## config.mk

```make
export PLATFORM = sky130hd
export DESIGN_NAME = sdram_command_interface
export DESIGN_NICKNAME = d
export VERILOG_FILES = /design/src/sdram_cmd_pkg.sv /design/src/sdram_command_interface.sv
export VERILOG_INCLUDE_DIRS = /design/src
export SDC_FILE = /design/constraint.sdc
export NUM_CORES = 1
export LEC_CHECK = 0
export ABC_AREA = 1
export ABC_CLOCK_PERIOD_IN_PS = 1980
export BUFFER_PORTS_ARGS = -buffer_cell sky130_fd_sc_hd__buf_2
export CAP_MARGIN = 20
export CELL_PAD_IN_SITES_DETAIL_PLACEMENT = 0
export CELL_PAD_IN_SITES_GLOBAL_PLACEMENT = 1
export CORE_AREA = 2 2 110 165
export CTS_CLUSTER_SIZE = 16
export DETAILED_ROUTE_END_ITERATION = 16
export DIE_AREA = 0 0 112 167
export PLACE_DENSITY_LB_ADDON = 0.25
export SKIP_CTS_REPAIR_TIMING = 1
export SYNTH_ARGS = -nofsm -noshare
export SYNTH_HDL_FRONTEND = slang
export SYNTH_SLANG_ARGS = --single-unit
```

## constraint.sdc

```tcl
create_clock -name clk_sys_i -period 1.98 [get_ports clk_sys_i]
set_input_delay 0.396 -clock clk_sys_i [delete_from_list [all_inputs] [get_ports clk_sys_i]]
set_output_delay 0.396 -clock clk_sys_i [all_outputs]
set_load 0.03 [all_outputs]
```

## src/sdram_cmd_cfg.svh

```systemverilog
// Constants of the SDRAM command interface: geometry, field positions, timing.
// Assumes a 100 MHz device clock; included by the package and the top module.
`ifndef SDRAM_CMD_CFG_SVH
`define SDRAM_CMD_CFG_SVH
`define BANK_COUNT     4
`define BANK_W         2
`define ROW_W          13
`define ROW_COUNT      8192
`define COL_W          10
`define DQ_W           8
`define MODE_W         14
`define MODE_OP_MSB    11
`define AP_BIT         10
`define BURST_LEN      3'h4
`define BEAT_W         3
`define CLK_PERIOD_PS  10000
`define WR_AP_DELAY_PS 7500
// One clock after the last data, then the delay rounded up to whole cycles
`define WR_AP_CYC      (1 + ((`WR_AP_DELAY_PS + `CLK_PERIOD_PS - 1) / `CLK_PERIOD_PS))
`endif

```

## src/sdram_cmd_pkg.sv

```systemverilog
// Types of the SDRAM command interface.
// Assumes sdram_cmd_cfg.svh is on the include path.
`include "sdram_cmd_cfg.svh"
package sdram_cmd_pkg;
  typedef logic [`BANK_W-1:0] bank_t;
  typedef logic [`ROW_W-1:0]  row_t;
  typedef logic [`COL_W-1:0]  col_t;
  typedef logic [`DQ_W-1:0]   data_t;
  // Command codes equal the {ras_n, cas_n, we_n} strobe pattern
  typedef enum logic [2:0] {
    CMD_MODE_LOAD = 3'b000,
    CMD_REFRESH   = 3'b001,
    CMD_PRECHARGE = 3'b010,
    CMD_ACTIVE    = 3'b011,
    CMD_WRITE     = 3'b100,
    CMD_READ      = 3'b101,
    CMD_BURST_END = 3'b110,
    CMD_NOP       = 3'b111
  } cmd_t;
  // Burst engine states
  typedef enum logic [1:0] {
    OP_IDLE  = 2'b00,
    OP_READ  = 2'b01,
    OP_WRITE = 2'b10
  } op_t;
endpackage

```

## src/sdram_command_interface.sv

```systemverilog
// Command interface of a four-bank SDR DRAM, x8 organisation.
// Assumes an external memory controller drives all inputs synchronous to
// clk_sys_i and a storage array outside answers reads in the same cycle.
// Limitation: burst length four, read latency two and the x8 column width are
// fixed; the mode register is stored for the controller but not interpreted.
// Illegal sequences (access to a closed bank, early commands) are not policed.
`timescale 1ns/1ns
`include "sdram_cmd_cfg.svh"
module sdram_command_interface (
  input  wire logic                 clk_sys_i,          // Device clock
  input  wire logic                 rstn_i,             // Async reset, low
  input  wire logic                 cs_n_i,             // Chip select, low
  input  wire logic                 ras_n_i,            // Row strobe, low
  input  wire logic                 cas_n_i,            // Column strobe, low
  input  wire logic                 we_n_i,             // Write strobe, low
  input  wire logic                 clk_gate_i,         // Clock gate, high on
  input  wire logic                 bank_select_low_i,  // Bank select bit 0
  input  wire logic                 bank_select_high_i, // Bank select bit 1
  input  wire sdram_cmd_pkg::row_t  addr_i,             // Address lines
  input  wire logic                 dqm_i,              // Data mask
  input  wire sdram_cmd_pkg::data_t dq_i,               // Data pin input
  output logic                      dq_oe_o,            // Data pin enable
  output sdram_cmd_pkg::data_t      dq_o,               // Data pin output
  input  wire sdram_cmd_pkg::data_t array_rdata_i,      // Array read data
  output logic                      array_rd_o,         // Array read strobe
  output logic                      array_we_o,         // Array write strobe
  output sdram_cmd_pkg::bank_t      array_bank_o,       // Array bank
  output sdram_cmd_pkg::row_t       array_row_o,        // Array row
  output sdram_cmd_pkg::col_t       array_col_o,        // Array column
  output sdram_cmd_pkg::data_t      array_wdata_o,      // Array write data
  output logic                      refresh_strobe_o,   // Row refresh pulse
  output sdram_cmd_pkg::row_t       refresh_row_o,      // Row being refreshed
  output logic                      self_refresh_o,     // In self refresh
  output logic [`BANK_COUNT-1:0]    bank_open_o,        // Bank has open row
  output logic [`BANK_COUNT*`ROW_W-1:0] open_row_o,     // Open row per bank
  output logic [`MODE_W-1:0]        mode_reg_o          // Mode register
);
  import sdram_cmd_pkg::*;

  // Strobe decode; deselect reads as NOP so nothing is registered
  function automatic cmd_t decode(input logic cs_n, input logic [2:0] strb);
    decode = cs_n ? CMD_NOP : cmd_t'(strb);
  endfunction

  // One-hot bank mask, used for open, close and truncate decisions
  function automatic logic [`BANK_COUNT-1:0] bank_hot(input bank_t b);
    bank_hot = {{(`BANK_COUNT-1){1'b0}}, 1'b1} << b;
  endfunction

  // Burst engine state
  op_t                   op_q, op_d;           // Running burst kind
  logic [`BEAT_W-1:0]    beats_q, beats_d;     // Beats still to issue
  bank_t                 bank_q, bank_d;       // Bank of running burst
  col_t                  col_q, col_d;         // Next beat column
  logic                  ap_q, ap_d;           // Auto precharge at end
  // Write recovery before auto precharge, independent of new bursts
  logic [`BEAT_W-1:0]    rec_q, rec_d;         // Recovery cycles left
  bank_t                 rec_bank_q, rec_bank_d; // Bank to close
  // Bank tracking
  logic [`BANK_COUNT-1:0]        bank_open_q;  // Open flags
  logic [`BANK_COUNT*`ROW_W-1:0] row_q;        // Open rows, flat
  logic [`MODE_W-1:0]            mode_q;       // Mode register
  // Refresh and power state
  row_t                  ref_row_q;            // Internal refresh counter
  logic                  ref_strb_q;           // Refresh pulse
  logic                  sref_q;               // Self refresh active
  // Array and pin side
  logic                  rd_q;                 // Read beat issued
  logic                  we_q;                 // Unmasked write beat
  bank_t                 abank_q;              // Beat bank
  row_t                  arow_q;               // Beat row
  col_t                  acol_q;               // Beat column
  data_t                 wdata_q;              // Beat write data
  logic                  dqm_q;                // Mask seen with read beat
  logic                  oe_q;                 // Pin driver enable
  data_t                 dq_q;                 // Pin output data

  // Everything below the decode looks only at values captured at the rising
  // edge, so strobe changes between edges can never start a command.
  // Command decode; inputs count only at the sampling edge
  wire cmd_t  cmd      = decode(cs_n_i, {ras_n_i, cas_n_i, we_n_i});
  wire bank_t bank_sel = {bank_select_high_i, bank_select_low_i};
  wire        ap_bit   = addr_i[`AP_BIT];
  // Commands other than self refresh entry need the clock gate high; self refresh masks all of them
  wire        accept   = clk_gate_i & ~sref_q;
  wire        is_act   = accept && (cmd == CMD_ACTIVE);
  wire        is_pre   = accept && (cmd == CMD_PRECHARGE);
  wire        is_rd    = accept && (cmd == CMD_READ);
  wire        is_wr    = accept && (cmd == CMD_WRITE);
  wire        is_bst   = accept && (cmd == CMD_BURST_END);
  wire        is_mode  = accept && (cmd == CMD_MODE_LOAD);
  wire        is_aref  = accept && (cmd == CMD_REFRESH);
  wire        is_sref  = ~sref_q && ~clk_gate_i && (cmd == CMD_REFRESH);
  // x8 column comes from A9..A0
  wire col_t  cmd_col  = addr_i[`COL_W-1:0];
  // Precharge reach: one bank when bit low, all when bit high
  wire [`BANK_COUNT-1:0] pre_mask = ap_bit ? {`BANK_COUNT{1'b1}} : bank_hot(bank_sel);
  // A precharge that reaches the burst bank truncates the burst
  wire        pre_hits = is_pre && ((pre_mask & bank_hot(bank_q)) != '0);

  // Combined beat and close decisions
  logic                  rd_beat;              // Read beat this edge
  logic                  wr_beat;              // Write beat this edge
  bank_t                 beat_bank;            // Beat bank
  col_t                  beat_col;             // Beat column
  logic [`BANK_COUNT-1:0] close_mask;          // Banks closing now

  // Priority, lowest first: natural burst progress, then terminate or a
  // precharge that reaches the burst bank, then a new READ or WRITE. A new
  // access therefore always wins, which lets the controller chain bursts
  // back to back with no gap cycle.
  // Burst engine next state; a new READ or WRITE overrides the running burst
  always_comb begin
    op_d       = op_q;
    beats_d    = beats_q;
    bank_d     = bank_q;
    col_d      = col_q;
    ap_d       = ap_q;
    rec_d      = rec_q;
    rec_bank_d = rec_bank_q;
    rd_beat    = 1'b0;
    wr_beat    = 1'b0;
    beat_bank  = bank_q;
    beat_col   = col_q;
    close_mask = is_pre ? pre_mask : '0;
    // Write recovery countdown, then close the written row
    if (rec_q != '0) begin
      rec_d = rec_q - 1'b1;
      if (rec_q == 1'b1) begin
        close_mask = close_mask | bank_hot(rec_bank_q);
      end
    end
    case (op_q)
      OP_READ, OP_WRITE: begin
        if (beats_q != '0) begin
          // Continue burst one column per clock
          rd_beat = (op_q == OP_READ);
          wr_beat = (op_q == OP_WRITE);
          beats_d = beats_q - 1'b1;
          col_d   = col_q + 1'b1;
        end else begin
          // Burst done; auto precharge now for reads, after recovery for writes
          op_d = OP_IDLE;
          if (ap_q && (op_q == OP_READ)) begin
            close_mask = close_mask | bank_hot(bank_q);
          end else if (ap_q) begin
            rec_d      = `BEAT_W'(`WR_AP_CYC);
            rec_bank_d = bank_q;
          end
        end
      end
      default: begin
        op_d = OP_IDLE;
      end
    endcase
    // Terminate or precharge cuts the burst; no further beats
    if (is_bst || pre_hits) begin
      op_d    = OP_IDLE;
      beats_d = '0;
      rd_beat = 1'b0;
      wr_beat = 1'b0;
    end
    // New access starts with its first beat in the command cycle
    if (is_rd || is_wr) begin
      op_d      = is_rd ? OP_READ : OP_WRITE;
      bank_d    = bank_sel;
      beats_d   = `BURST_LEN - 1'b1;
      col_d     = cmd_col + 1'b1;
      ap_d      = ap_bit;
      rd_beat   = is_rd;
      wr_beat   = is_wr;
      beat_bank = bank_sel;
      beat_col  = cmd_col;
    end
  end

  // Burst engine registers
  always_ff @(posedge clk_sys_i or negedge rstn_i) begin
    if (!rstn_i) begin
      op_q       <= OP_IDLE;
      beats_q    <= '0;
      bank_q     <= '0;
      col_q      <= '0;
      ap_q       <= 1'b0;
      rec_q      <= '0;
      rec_bank_q <= '0;
    end else begin
      op_q       <= op_d;
      beats_q    <= beats_d;
      bank_q     <= bank_d;
      col_q      <= col_d;
      ap_q       <= ap_d;
      rec_q      <= rec_d;
      rec_bank_q <= rec_bank_d;
    end
  end

  // When a close and an ACTIVE reach the same bank on one edge the ACTIVE
  // wins; auto precharge at the end of a read burst and write recovery can close a bank without a command.
  // Per-bank open flag; other banks untouched by a command
  always_ff @(posedge clk_sys_i or negedge rstn_i) begin
    if (!rstn_i) begin
      bank_open_q <= '0;
    end else begin
      bank_open_q <= (bank_open_q & ~close_mask) | (is_act ? bank_hot(bank_sel) : '0);
    end
  end

  // Open row capture; row survives until the next ACTIVE to its bank
  always_ff @(posedge clk_sys_i or negedge rstn_i) begin
    if (!rstn_i) begin
      row_q <= '0;
    end else if (is_act) begin
      row_q[bank_sel*`ROW_W +: `ROW_W] <= addr_i;
    end
  end

  // Mode register load; caller keeps banks idle and honours the wait
  always_ff @(posedge clk_sys_i or negedge rstn_i) begin
    if (!rstn_i) begin
      mode_q <= '0;
    end else if (is_mode) begin
      mode_q <= {bank_select_high_i, bank_select_low_i, addr_i[`MODE_OP_MSB:0]};
    end
  end

  // The counter wraps after the last row, so repeated refresh walks every row
  // without help from the controller.
  // Refresh: rows come from the internal counter, address pins unused
  always_ff @(posedge clk_sys_i or negedge rstn_i) begin
    if (!rstn_i) begin
      ref_row_q  <= '0;
      ref_strb_q <= 1'b0;
    end else begin
      ref_strb_q <= is_aref | is_sref;
      if (is_aref || is_sref) begin
        ref_row_q <= ref_row_q + 1'b1;
      end
    end
  end

  // Leaving self refresh needs only one edge with the gate high; the wait the
  // controller keeps after that is not tracked here.
  // Self refresh held while the clock gate stays low
  always_ff @(posedge clk_sys_i or negedge rstn_i) begin
    if (!rstn_i) begin
      sref_q <= 1'b0;
    end else if (is_sref) begin
      sref_q <= 1'b1;
    end else if (clk_gate_i) begin
      sref_q <= 1'b0;
    end
  end

  // Array access; write mask applies to the data of the same edge
  always_ff @(posedge clk_sys_i or negedge rstn_i) begin
    if (!rstn_i) begin
      rd_q    <= 1'b0;
      we_q    <= 1'b0;
      abank_q <= '0;
      arow_q  <= '0;
      acol_q  <= '0;
      wdata_q <= '0;
    end else begin
      rd_q    <= rd_beat;
      we_q    <= wr_beat & ~dqm_i;
      abank_q <= beat_bank;
      arow_q  <= row_q[beat_bank*`ROW_W +: `ROW_W];
      acol_q  <= beat_col;
      wdata_q <= dq_i;
    end
  end

  // Read data is registered once more here so the pins never see the
  // combinational path through the storage array.
  // Read pins: mask of the beat edge gates the driver for the next-but-one
  // edge, a two-clock lag as the controller sees it
  always_ff @(posedge clk_sys_i or negedge rstn_i) begin
    if (!rstn_i) begin
      dqm_q <= 1'b0;
      oe_q  <= 1'b0;
      dq_q  <= '0;
    end else begin
      dqm_q <= dqm_i;
      oe_q  <= rd_q & ~dqm_q;
      dq_q  <= array_rdata_i;
    end
  end

  // Outputs straight from flip-flops
  assign dq_oe_o          = oe_q;
  assign dq_o             = dq_q;
  assign array_rd_o       = rd_q;
  assign array_we_o       = we_q;
  assign array_bank_o     = abank_q;
  assign array_row_o      = arow_q;
  assign array_col_o      = acol_q;
  assign array_wdata_o    = wdata_q;
  assign refresh_strobe_o = ref_strb_q;
  assign refresh_row_o    = ref_row_q;
  assign self_refresh_o   = sref_q;
  assign bank_open_o      = bank_open_q;
  assign open_row_o       = row_q;
  assign mode_reg_o       = mode_q;
endmodule // sdram_command_interface

```

# [After elaboration in Yosys (flattened, before gate mapping)]
# Cells that the tools add are included.
[classes] n_eq_ne=10 n_mul=2 n_reduce_logical=27 addsub=6 n_mux=39 n_bitwise=16 n_shift=6
[ops] operator="52-bit bitwise mux" count=1
[ops] operator="13-bit by 34-bit variable shift with 52-bit output, first input constant" count=1
[ops] operator="13-bit by 34-bit variable part select with 52-bit output" count=1
[ops] operator="52-bit by 7-bit variable part select with 13-bit output" count=1
[ops] operator="10-bit 2-to-1 mux" count=4
[ops] operator="6-bit negation with 34-bit output" count=1
[ops] operator="4-bit 2-to-1 mux" count=8
[ops] operator="3-bit 2-to-1 mux" count=10
[ops] operator="10-bit by 1-bit adder with 10-bit output, second input constant" count=2
[ops] operator="13-bit by 1-bit adder with 13-bit output, second input constant" count=1
[ops] operator="2-bit by 4-bit multiplier with 6-bit output, second input constant" count=2
[ops] operator="2-bit 2-to-1 mux" count=6
[ops] operator="4-bit OR" count=3
[ops] operator="3-bit nonzero test" count=4
[ops] operator="1-bit by 2-bit left shift with 4-bit output, first input constant" count=3
[ops] operator="1-bit logical AND" count=11
[ops] operator="1-bit 2-to-1 mux" count=10
[ops] operator="3-bit equality test, second input constant" count=3
[ops] operator="4-bit AND" count=2
[ops] operator="3-bit by 1-bit equality test with 1-bit output, second input constant" count=2
[ops] operator="3-bit by 2-bit equality test with 1-bit output, second input constant" count=2
[ops] operator="1-bit NOT" count=6
[ops] operator="2-bit nonzero test" count=3
[ops] operator="3-bit by 1-bit subtractor with 3-bit output, second input constant" count=2
[ops] operator="other kinds (12)" count=17
[totals] regBits=151 input_bits=39

# [Logic depth before layout (Yosys ltp)]
# Gate-level depths: netlist of the first run.
[depth] depth_word=14 mapped_depth=14 depth_no_buf=13

# [Least setup slack after synthesis of the first run]
# Ideal clock, no wire load.
[synth_timing] kind="input to register" from="input bank_select_low_i" to="register row_q[27], in the netlist open_row_o[27]" slack_ns=-0.167 stages=9 setup_ns=0.067 t_arrival_ns=2.080 required_time_ns=1.913 n_path_buf=3 cell_sequence="clkbuf_1 inv_1 ha_1 clkbuf_1 inv_1 nor3_1 clkbuf_1 nand3_1 nand2_1"
[synth_via] elab_chain_len=4
[synth_rtl] element="from (decl)" line_no="sdram_command_interface.sv:17" source="input wire logic bank_select_low_i,"
[synth_rtl] element="2-bit by 4-bit multiplier with 6-bit output (no line) (*)"
[synth_rtl] element="6-bit negation with 34-bit output (*)" line_no="sdram_command_interface.sv:214" source="row_q[bank_sel*`ROW_W +: `ROW_W] <= addr_i;"
[synth_rtl] element="13-bit by 34-bit variable part select with 52-bit output / 13-bit by 34-bit variable shift with 52-bit output (equally long branches)" line_no="sdram_command_interface.sv:214"
[synth_rtl] element="52-bit bitwise mux (*)" line_no="sdram_command_interface.sv:214"
[synth_rtl] element="to (signal, indexed assignment)" line_no="sdram_command_interface.sv:214"
[synth_rtl] element="to (decl)" line_no="sdram_command_interface.sv:61" source="logic [`BANK_COUNT*`ROW_W-1:0] row_q;"
# Every way passes the cells marked *; elsewhere a longest branch is shown, timed or not.
# A chain may end at the register's enable or synchronous reset.

# [Worst setup path in the final report of the first run]
[layout_timing] from="register op_q[0]" to="register col_q[2]"
[layout_via] elab_chain_len=4
[layout_rtl] element="from (decl)" line_no="sdram_command_interface.sv:51" source="op_t op_q, op_d;"
[layout_rtl] element="from (signal assigned)" line_no="sdram_command_interface.sv:188" source="op_q <= op_d;"
[layout_rtl] element="2-bit by 1-bit equality test with 1-bit output / 2-bit equality test (equally long branches)" line_no="sdram_command_interface.sv:133" source="case (op_q)"
[layout_rtl] element="2-bit OR reduction (*)" line_no="sdram_command_interface.sv:133"
[layout_rtl] element="2-bit nonzero test (no line) (*)"
[layout_rtl] element="2-bit AND reduction (no line) (*)"
[layout_rtl] element="to (signal assigned)" line_no="sdram_command_interface.sv:191" source="col_q <= col_d;"
[layout_rtl] element="to (decl)" line_no="sdram_command_interface.sv:54" source="col_t col_q, col_d;"
# Marks and branches as above.

==> results of run 1 <==
## metal layers
layer / GRT usage [%] / vias to the layer above / share of wire [%]
met3: 5.13 / 34 / 7.2
met1: 27.2 / 2861 / 40
li1: - / 2793 / -
met4: 8.43 / 0 / 2.3
met5: 0 / - / 0
met2: 36.0 / 237 / 50
## metrics by stage
stage / worst slack (ps) / hold WS (ps) / instances
final: 156 / 63.9 / 1134
after global routing: 14.2 / 48.0 / 1134
after CTS: 133 / -66.1 / 1131
after detailed placement: 69.0 / 392 / 1099
after global placement: 116 / 379 / 1099
after floorplan: 47.2 / 100 / 713
## cell usage after synthesis (all sizes together), types with 2 or more instances
master / count
inv: 54
a31oi: 2
mux2: 9
dfrtp: 151
nand2: 137
buf: 12
o22ai: 13
nand3: 35
nor4: 2
nand4: 40
xor2: 9
nor2: 75
o21ai: 99
ha: 17
nor3: 5
a21oi: 28
xnor2: 4
clkbuf: 18
## worst max-delay path, cell delays in order (launching register included)
cell	delay, ps
dfrtp_1	350
inv_1	60
ha_1	340
a21oi_1	390
nor2_8	130
clkinv_2	200
o21ai_0	120
o21ai_0	150
## power breakdown
part / internal [mW] / switching (mW)
logic: 0.990 / 2.26
clock network: 1.81 / 1.34
registers: 3.68 / 0.371
total: 6.49 / 3.97
## layout by cell type, fill, tap and decap left out, types with 2 or more instances in the layout
| master | n |
|---|---|
| nand3_2 | 3 |
| nor2_4 | 8 |
| nand3_4 | 2 |
| o21ai_0 | 88 |
| buf_12 | 7 |
| ha_1 | 17 |
| o21ai_1 | 6 |
| nor3_2 | 3 |
| buf_2 | 166 |
| clkinvlp_4 | 2 |
| nand4_1 | 39 |
| nor3_1 | 2 |
| clkinv_2 | 2 |
| a21oi_1 | 28 |
| o21ai_4 | 2 |
| dfrtp_1 | 151 |
| buf_4 | 30 |
| xnor2_1 | 4 |
| nor2_2 | 4 |
| o21ai_2 | 3 |
| inv_2 | 6 |
| nand3_1 | 31 |
| nand2_2 | 6 |
| mux2_2 | 9 |
| nand2_1 | 130 |
| inv_6 | 2 |
| o22ai_1 | 13 |
| inv_1 | 48 |
| nor2_1 | 62 |
| clkbuf_16 | 17 |
| clkinv_4 | 6 |
| a31oi_1 | 2 |
| nor4_1 | 2 |
| xor2_1 | 9 |
| clkbuf_8 | 2 |
## layout make-up
class	instances	area, µm²	area share (%)
tap	213	267	3.07
inverter	55	208	2.39
clock buffer	20	457	5.26
sequential	151	3780	43.5
multi-input combinational	478	2640	30.4
timing repair buffer	205	1220	14.0
clock inverter	12	120	1.38
## cells by family (layout without fill, tap and decap cells)
group / Yosys count / in the layout / share of synthesized area (%)
mux: 9 / 9 / 1.50
fa+ha+maj: 17 / 17 / 3.15
buf+inv: 85 / 292 / 5.40
flops: 151 / 151 / 55.9
xor+xnor: 13 / 13 / 1.68
compound gates: 143 / 143 / 11.4
simple gates: 295 / 296 / 21.0
## worst min-delay path by stage
stage | endpoint | depth (start not counted) | slack [ps] | from
floorplan | ap_q | 0 | 100 | rstn_i
global placement | dq_oe_o | 1 | 380 | dqm_q
detailed placement | array_wdata_o[2] | 1 | 390 | rstn_i
CTS | array_wdata_o[2] | 1 | -70 | rstn_i
global route | array_wdata_o[7] | 1 | 50 | dq_i[7]
finish | array_wdata_o[7] | 1 | 60 | dq_i[7]
## registers in the layout (all words and copies together) (netlist names)
signal	count
array_wdata_o	8
dq_o	8
rec_q	3
beats_q	3
ap_q	1
mode_reg_o	14
dqm_q	1
bank_open_o	4
rec_bank_q	2
open_row_o	52
array_bank_o	2
dq_oe_o	1
array_col_o	10
array_we_o	1
refresh_row_o	13
refresh_strobe_o	1
array_rd_o	1
self_refresh_o	1
op_q	2
col_q	10
array_row_o	13
==> impl_metrics.py, run 1 <==
metrics = {
    "run_status": {
        "status": "finished, final reports clean",
    },
    "pwr": {
        "p_per_area_mw_per_mm2": 1200,
        "peakVddDrop_uv": 565,
        "power.total_mw": 10.5,
        "p_leak_nw": 4.56,
    },
    "place": {
        "gp_congestion": 0.865,
        "numPortBuffers": 167,
        "placed_area_mm2": 0.00807,
        "dp_hpwl_mm": 14.3,
    },
    "cells_and_area": {
        "design_area_mm2": 0.00869,
        "final_layout_size_suffix_gt1_share_pct": 30.9,
        "area_growth_pct": 28.4,
        "antenna_cells": 0,
        "final_util_pct": 50.3,
        "nets": 964,
        "nFillCells": 1673,
    },
    "clock_tree": {
        "clock-sinks": 151,
        "cts_buffer_depth": 2,
        "cts_root_buf": "clkbuf_16",
        "clk_latency_ps": 430,
        "numCtsBuffers": 17,
        "clkTransAtPathRegs_ps": 70,
        "h-tree-depth": 4,
        "cts_tree": "yes",
    },
    "synthesis": {
        "synth_fp_nets": 769,
        "synth-warning-count": 0,
        "synth_area_per_cell_um2": 9.48,
        "synth_edf_count": 0,
        "yosys.area.top_type": "dfrtp_1",
        "synth_ff_type": "dfrtp_1",
        "ys_seq_elements": 151,
        "synth.distinct_cells": 37,
        "synthTopCellsByArea": "dfrtp_1 56%, nand2_1 7.2%, o21ai_0 6.5%",
        "synth.cell_area_mm2": 0.00676,
        "async_reset_ff_share_pct": 100,
        "synth_seq_area_share_pct": 55.9,
        "syn_inst": 713,
        "synthDominantCellAreaShare_pct": 55.9,
    },
    "drt": {
        "drc": 0,
        "via_per_inst": 5.22,
        "drt_iter0_markers": 311,
        "drt-total-wl_mm": 19.9,
        "wl_per_cell_um": 17.6,
        "first_pass_iters": 6,
        "detail-route-antenna-nets": 0,
        "vias": 5925,
    },
    "global_routing": {
        "antenna_found_initial": 0,
        "groute.usage.overall_pct": 21.6,
        "grt-ovfl-total": 0,
        "grt_pass1_vias": 5853,
        "grt_pass1_wl_mm": 31.7,
        "grt_max_degree": 51,
    },
    "timing": {
        "tns_ps": 0,
        "finalCritPeriodShare_pct": 92.1,
        "skew_ps": 15.2,
        "fmax_mhz": 548,
        "post-route-min-period_ps": 1820,
        "setup_viol": 0,
        "tightestPinTransition_ps": 510,
        "relSlewSlack_pct": 66.0,
        "rsz0062_at_grt": "false",
        "hold_viol_final": 0,
        "finalMaxSlewViolations": 0,
    },
    "floorplan": {
        "core.rowCount": 59,
        "die-area_mm2": 0.0187,
        "die_y_um": 167,
        "start_util_pct": 39.1,
        "ioPinCount": 168,
        "die_x_um": 112,
        "core_area_mm2": 0.0173,
    },
    "job": {
        "cap_violations": 0,
    },
    "worst_setup_path": {
        "startpoint": "op_q[0]",
        "r2r_slack_ps": 160,
        "path_max_fanout": 13,
        "worstSetupPathType": "reg2reg",
        "crit_required_ps": 2330,
        "endpoint_kind": "flop",
        "worst_r2r_path_depth": 7,
        "arrival_ps": 2170,
        "endpoint": "col_q[2]",
        "r2r-start": "op_q[0]",
        "critPathLaunchType": "flop",
        "r2r_end": "col_q[2]",
    },
    "min_path": {
        "min_path_type": "in2reg",
    },
}
Power figures use the tool's default switching activity.
==> inputs of run 2 (changes only) <==
Settings changed: PLACE_DENSITY_LB_ADDON 0.25 to 0.1.
==> impl_metrics.py, run 2 (same netlist as run 1, synthesis figures left out) <==
metrics = {
    "run_status": {
        "status": "finished, final reports clean",
    },
    "worst_setup_path": {
        "critPathLaunchType": "flop",
        "path_max_fanout": 13,
        "r2r-start": "op_q[0]",
        "endpoint_kind": "flop",
        "crit_required_ps": 2300,
        "worstSetupPathType": "reg2reg",
        "r2r_slack_ps": 180,
        "worst_r2r_path_depth": 8,
        "arrival_ps": 2120,
        "r2r_end": "beats_q[1]",
    },
    "global_routing": {
        "antenna_found_initial": 0,
        "grt_pass1_wl_mm": 31.3,
        "grt-ovfl-total": 0,
        "grt_max_degree": 51,
        "grt_pass1_vias": 5780,
        "groute.usage.overall_pct": 21.4,
    },
    "min_path": {
        "min_path_type": "in2reg",
        "min_to": "array_wdata_o[5]",
        "hold_depth": 1,
        "worstHoldStart": "dq_i[5]",
    },
    "floorplan": {
        "start_util_pct": 39.1,
        "die-area_mm2": 0.0187,
        "core_area_mm2": 0.0173,
        "die_y_um": 167,
        "core.rowCount": 59,
        "die_x_um": 112,
        "ioPinCount": 168,
    },
    "drt": {
        "drt-met1-wl_mm": 8.10,
        "routed.top_layer": "met4",
        "drt-total-wl_mm": 19.7,
        "wl_met3_mm": 1.09,
        "first_pass_iters": 4,
        "detail-route-antenna-nets": 0,
        "drt_iter0_markers": 251,
        "drc": 0,
        "routed-wl-met2_mm": 10.2,
        "wl_per_cell_um": 17.4,
        "via_per_inst": 5.11,
        "vias": 5803,
    },
    "job": {
        "cap_violations": 0,
    },
    "timing": {
        "tightestPinTransition_ps": 403,
        "rsz0062_at_grt": "false",
        "setup_viol": 0,
        "finalCritPeriodShare_pct": 91.1,
        "finalMaxSlewViolations": 0,
        "fmax_mhz": 555,
        "hold_ws_ps": 64.0,
        "post-route-min-period_ps": 1800,
        "tns_ps": 0,
        "skew_ps": 9.54,
        "relSlewSlack_pct": 73.2,
        "hold_viol_final": 0,
    },
    "cells_and_area": {
        "antenna_cells": 0,
        "nets": 966,
        "layout_common_cells": "166 x buf_2, 151 x dfrtp_1, 130 x nand2_1",
        "nFillCells": 1697,
        "final_cells": 1136,
        "final_common_cell": "buf_2",
        "final_layout_size_suffix_gt1_share_pct": 31.2,
        "final_util_pct": 50.2,
        "largest_reg_flops": 52,
        "area_growth_pct": 28.3,
    },
    "clock_tree": {
        "clock-sinks": 151,
        "cts_root_buf": "clkbuf_16",
        "numCtsBuffers": 17,
        "h-tree-depth": 4,
        "cts_tree": "yes",
        "clkTransAtPathRegs_ps": 70,
        "clk_latency_ps": 430,
        "cts_buffer_depth": 2,
    },
    "place": {
        "dp.cells": 1101,
        "gp_congestion": 0.813,
        "dp_hpwl_mm": 14.6,
        "numPortBuffers": 167,
    },
    "pwr": {
        "p_per_area_mw_per_mm2": 1200,
        "peakVddDrop_uv": 646,
        "power.total_mw": 10.4,
        "p_leak_nw": 4.56,
    },
}
==> run 2: cell count changes in the layout (fill, tap and decap cells not counted), sizes merged <==
cell,delta
inv,+4
buf,+3
clkinv,-3
clkbuf,-2
clkinvlp,+1
nand3,-1
==> run 2: area by class of cell <==
cell class | instances | area, µm² | area share (%)
Clock inverter | 14 | 139 | 1.60
Clock buffer | 18 | 439 | 5.06
Tap cell | 213 | 267 | 3.07
Sequential cell | 151 | 3780 | 43.5
Multi-Input combinational cell | 477 | 2620 | 30.2
Inverter | 55 | 208 | 2.39
Timing Repair Buffer | 208 | 1230 | 14.1
==> run 2: routing by layer <==
metal | vias up | track usage, %
met4 | 0 | 6.95
met3 | 30 | 4.84
met2 | 183 | 37.2
li1 | 2795 | -
met5 | - | 0
met1 | 2795 | 26.4
==> run 2: worst max-delay path by stage <==
| stage | depth (start not counted) | end | start |
|---|---|---|---|
| after global placement | 13 | col_q[8] | clk_gate_i |
| after floorplan | 9 | open_row_o[27] | bank_select_low_i |
| after detailed placement | 10 | refresh_row_o[11] | cs_n_i |
| after CTS | 10 | col_q[6] | self_refresh_o |
| after global routing | 11 | col_q[7] | self_refresh_o |
| final | 8 | beats_q[1] | op_q[0] |
==> run 2: per-stage QoR <==
stage                     setup WS [ps]  area [µm²]
after floorplan                    47.2        6770
after global placement             72.6        8060
after detailed placement           16.8        8060
after CTS                           153        8640
after global routing               39.2        8680
final                               177        8680
==> run 2: worst max-delay path, cell delays in order (launching register included) <==
cell and delay, ps:
dfrtp_1 350, inv_1 70, ha_1 320, a21oi_1 80
buf_4 180, nor2_8 200, clkinv_2 240, nor2_1 160
a21oi_1 80
==> run 2: power breakdown <==
part | switching (mW) | internal, mW
sequential | 0.364 | 3.68
clock | 1.37 | 1.79
combinational | 2.23 | 1.01
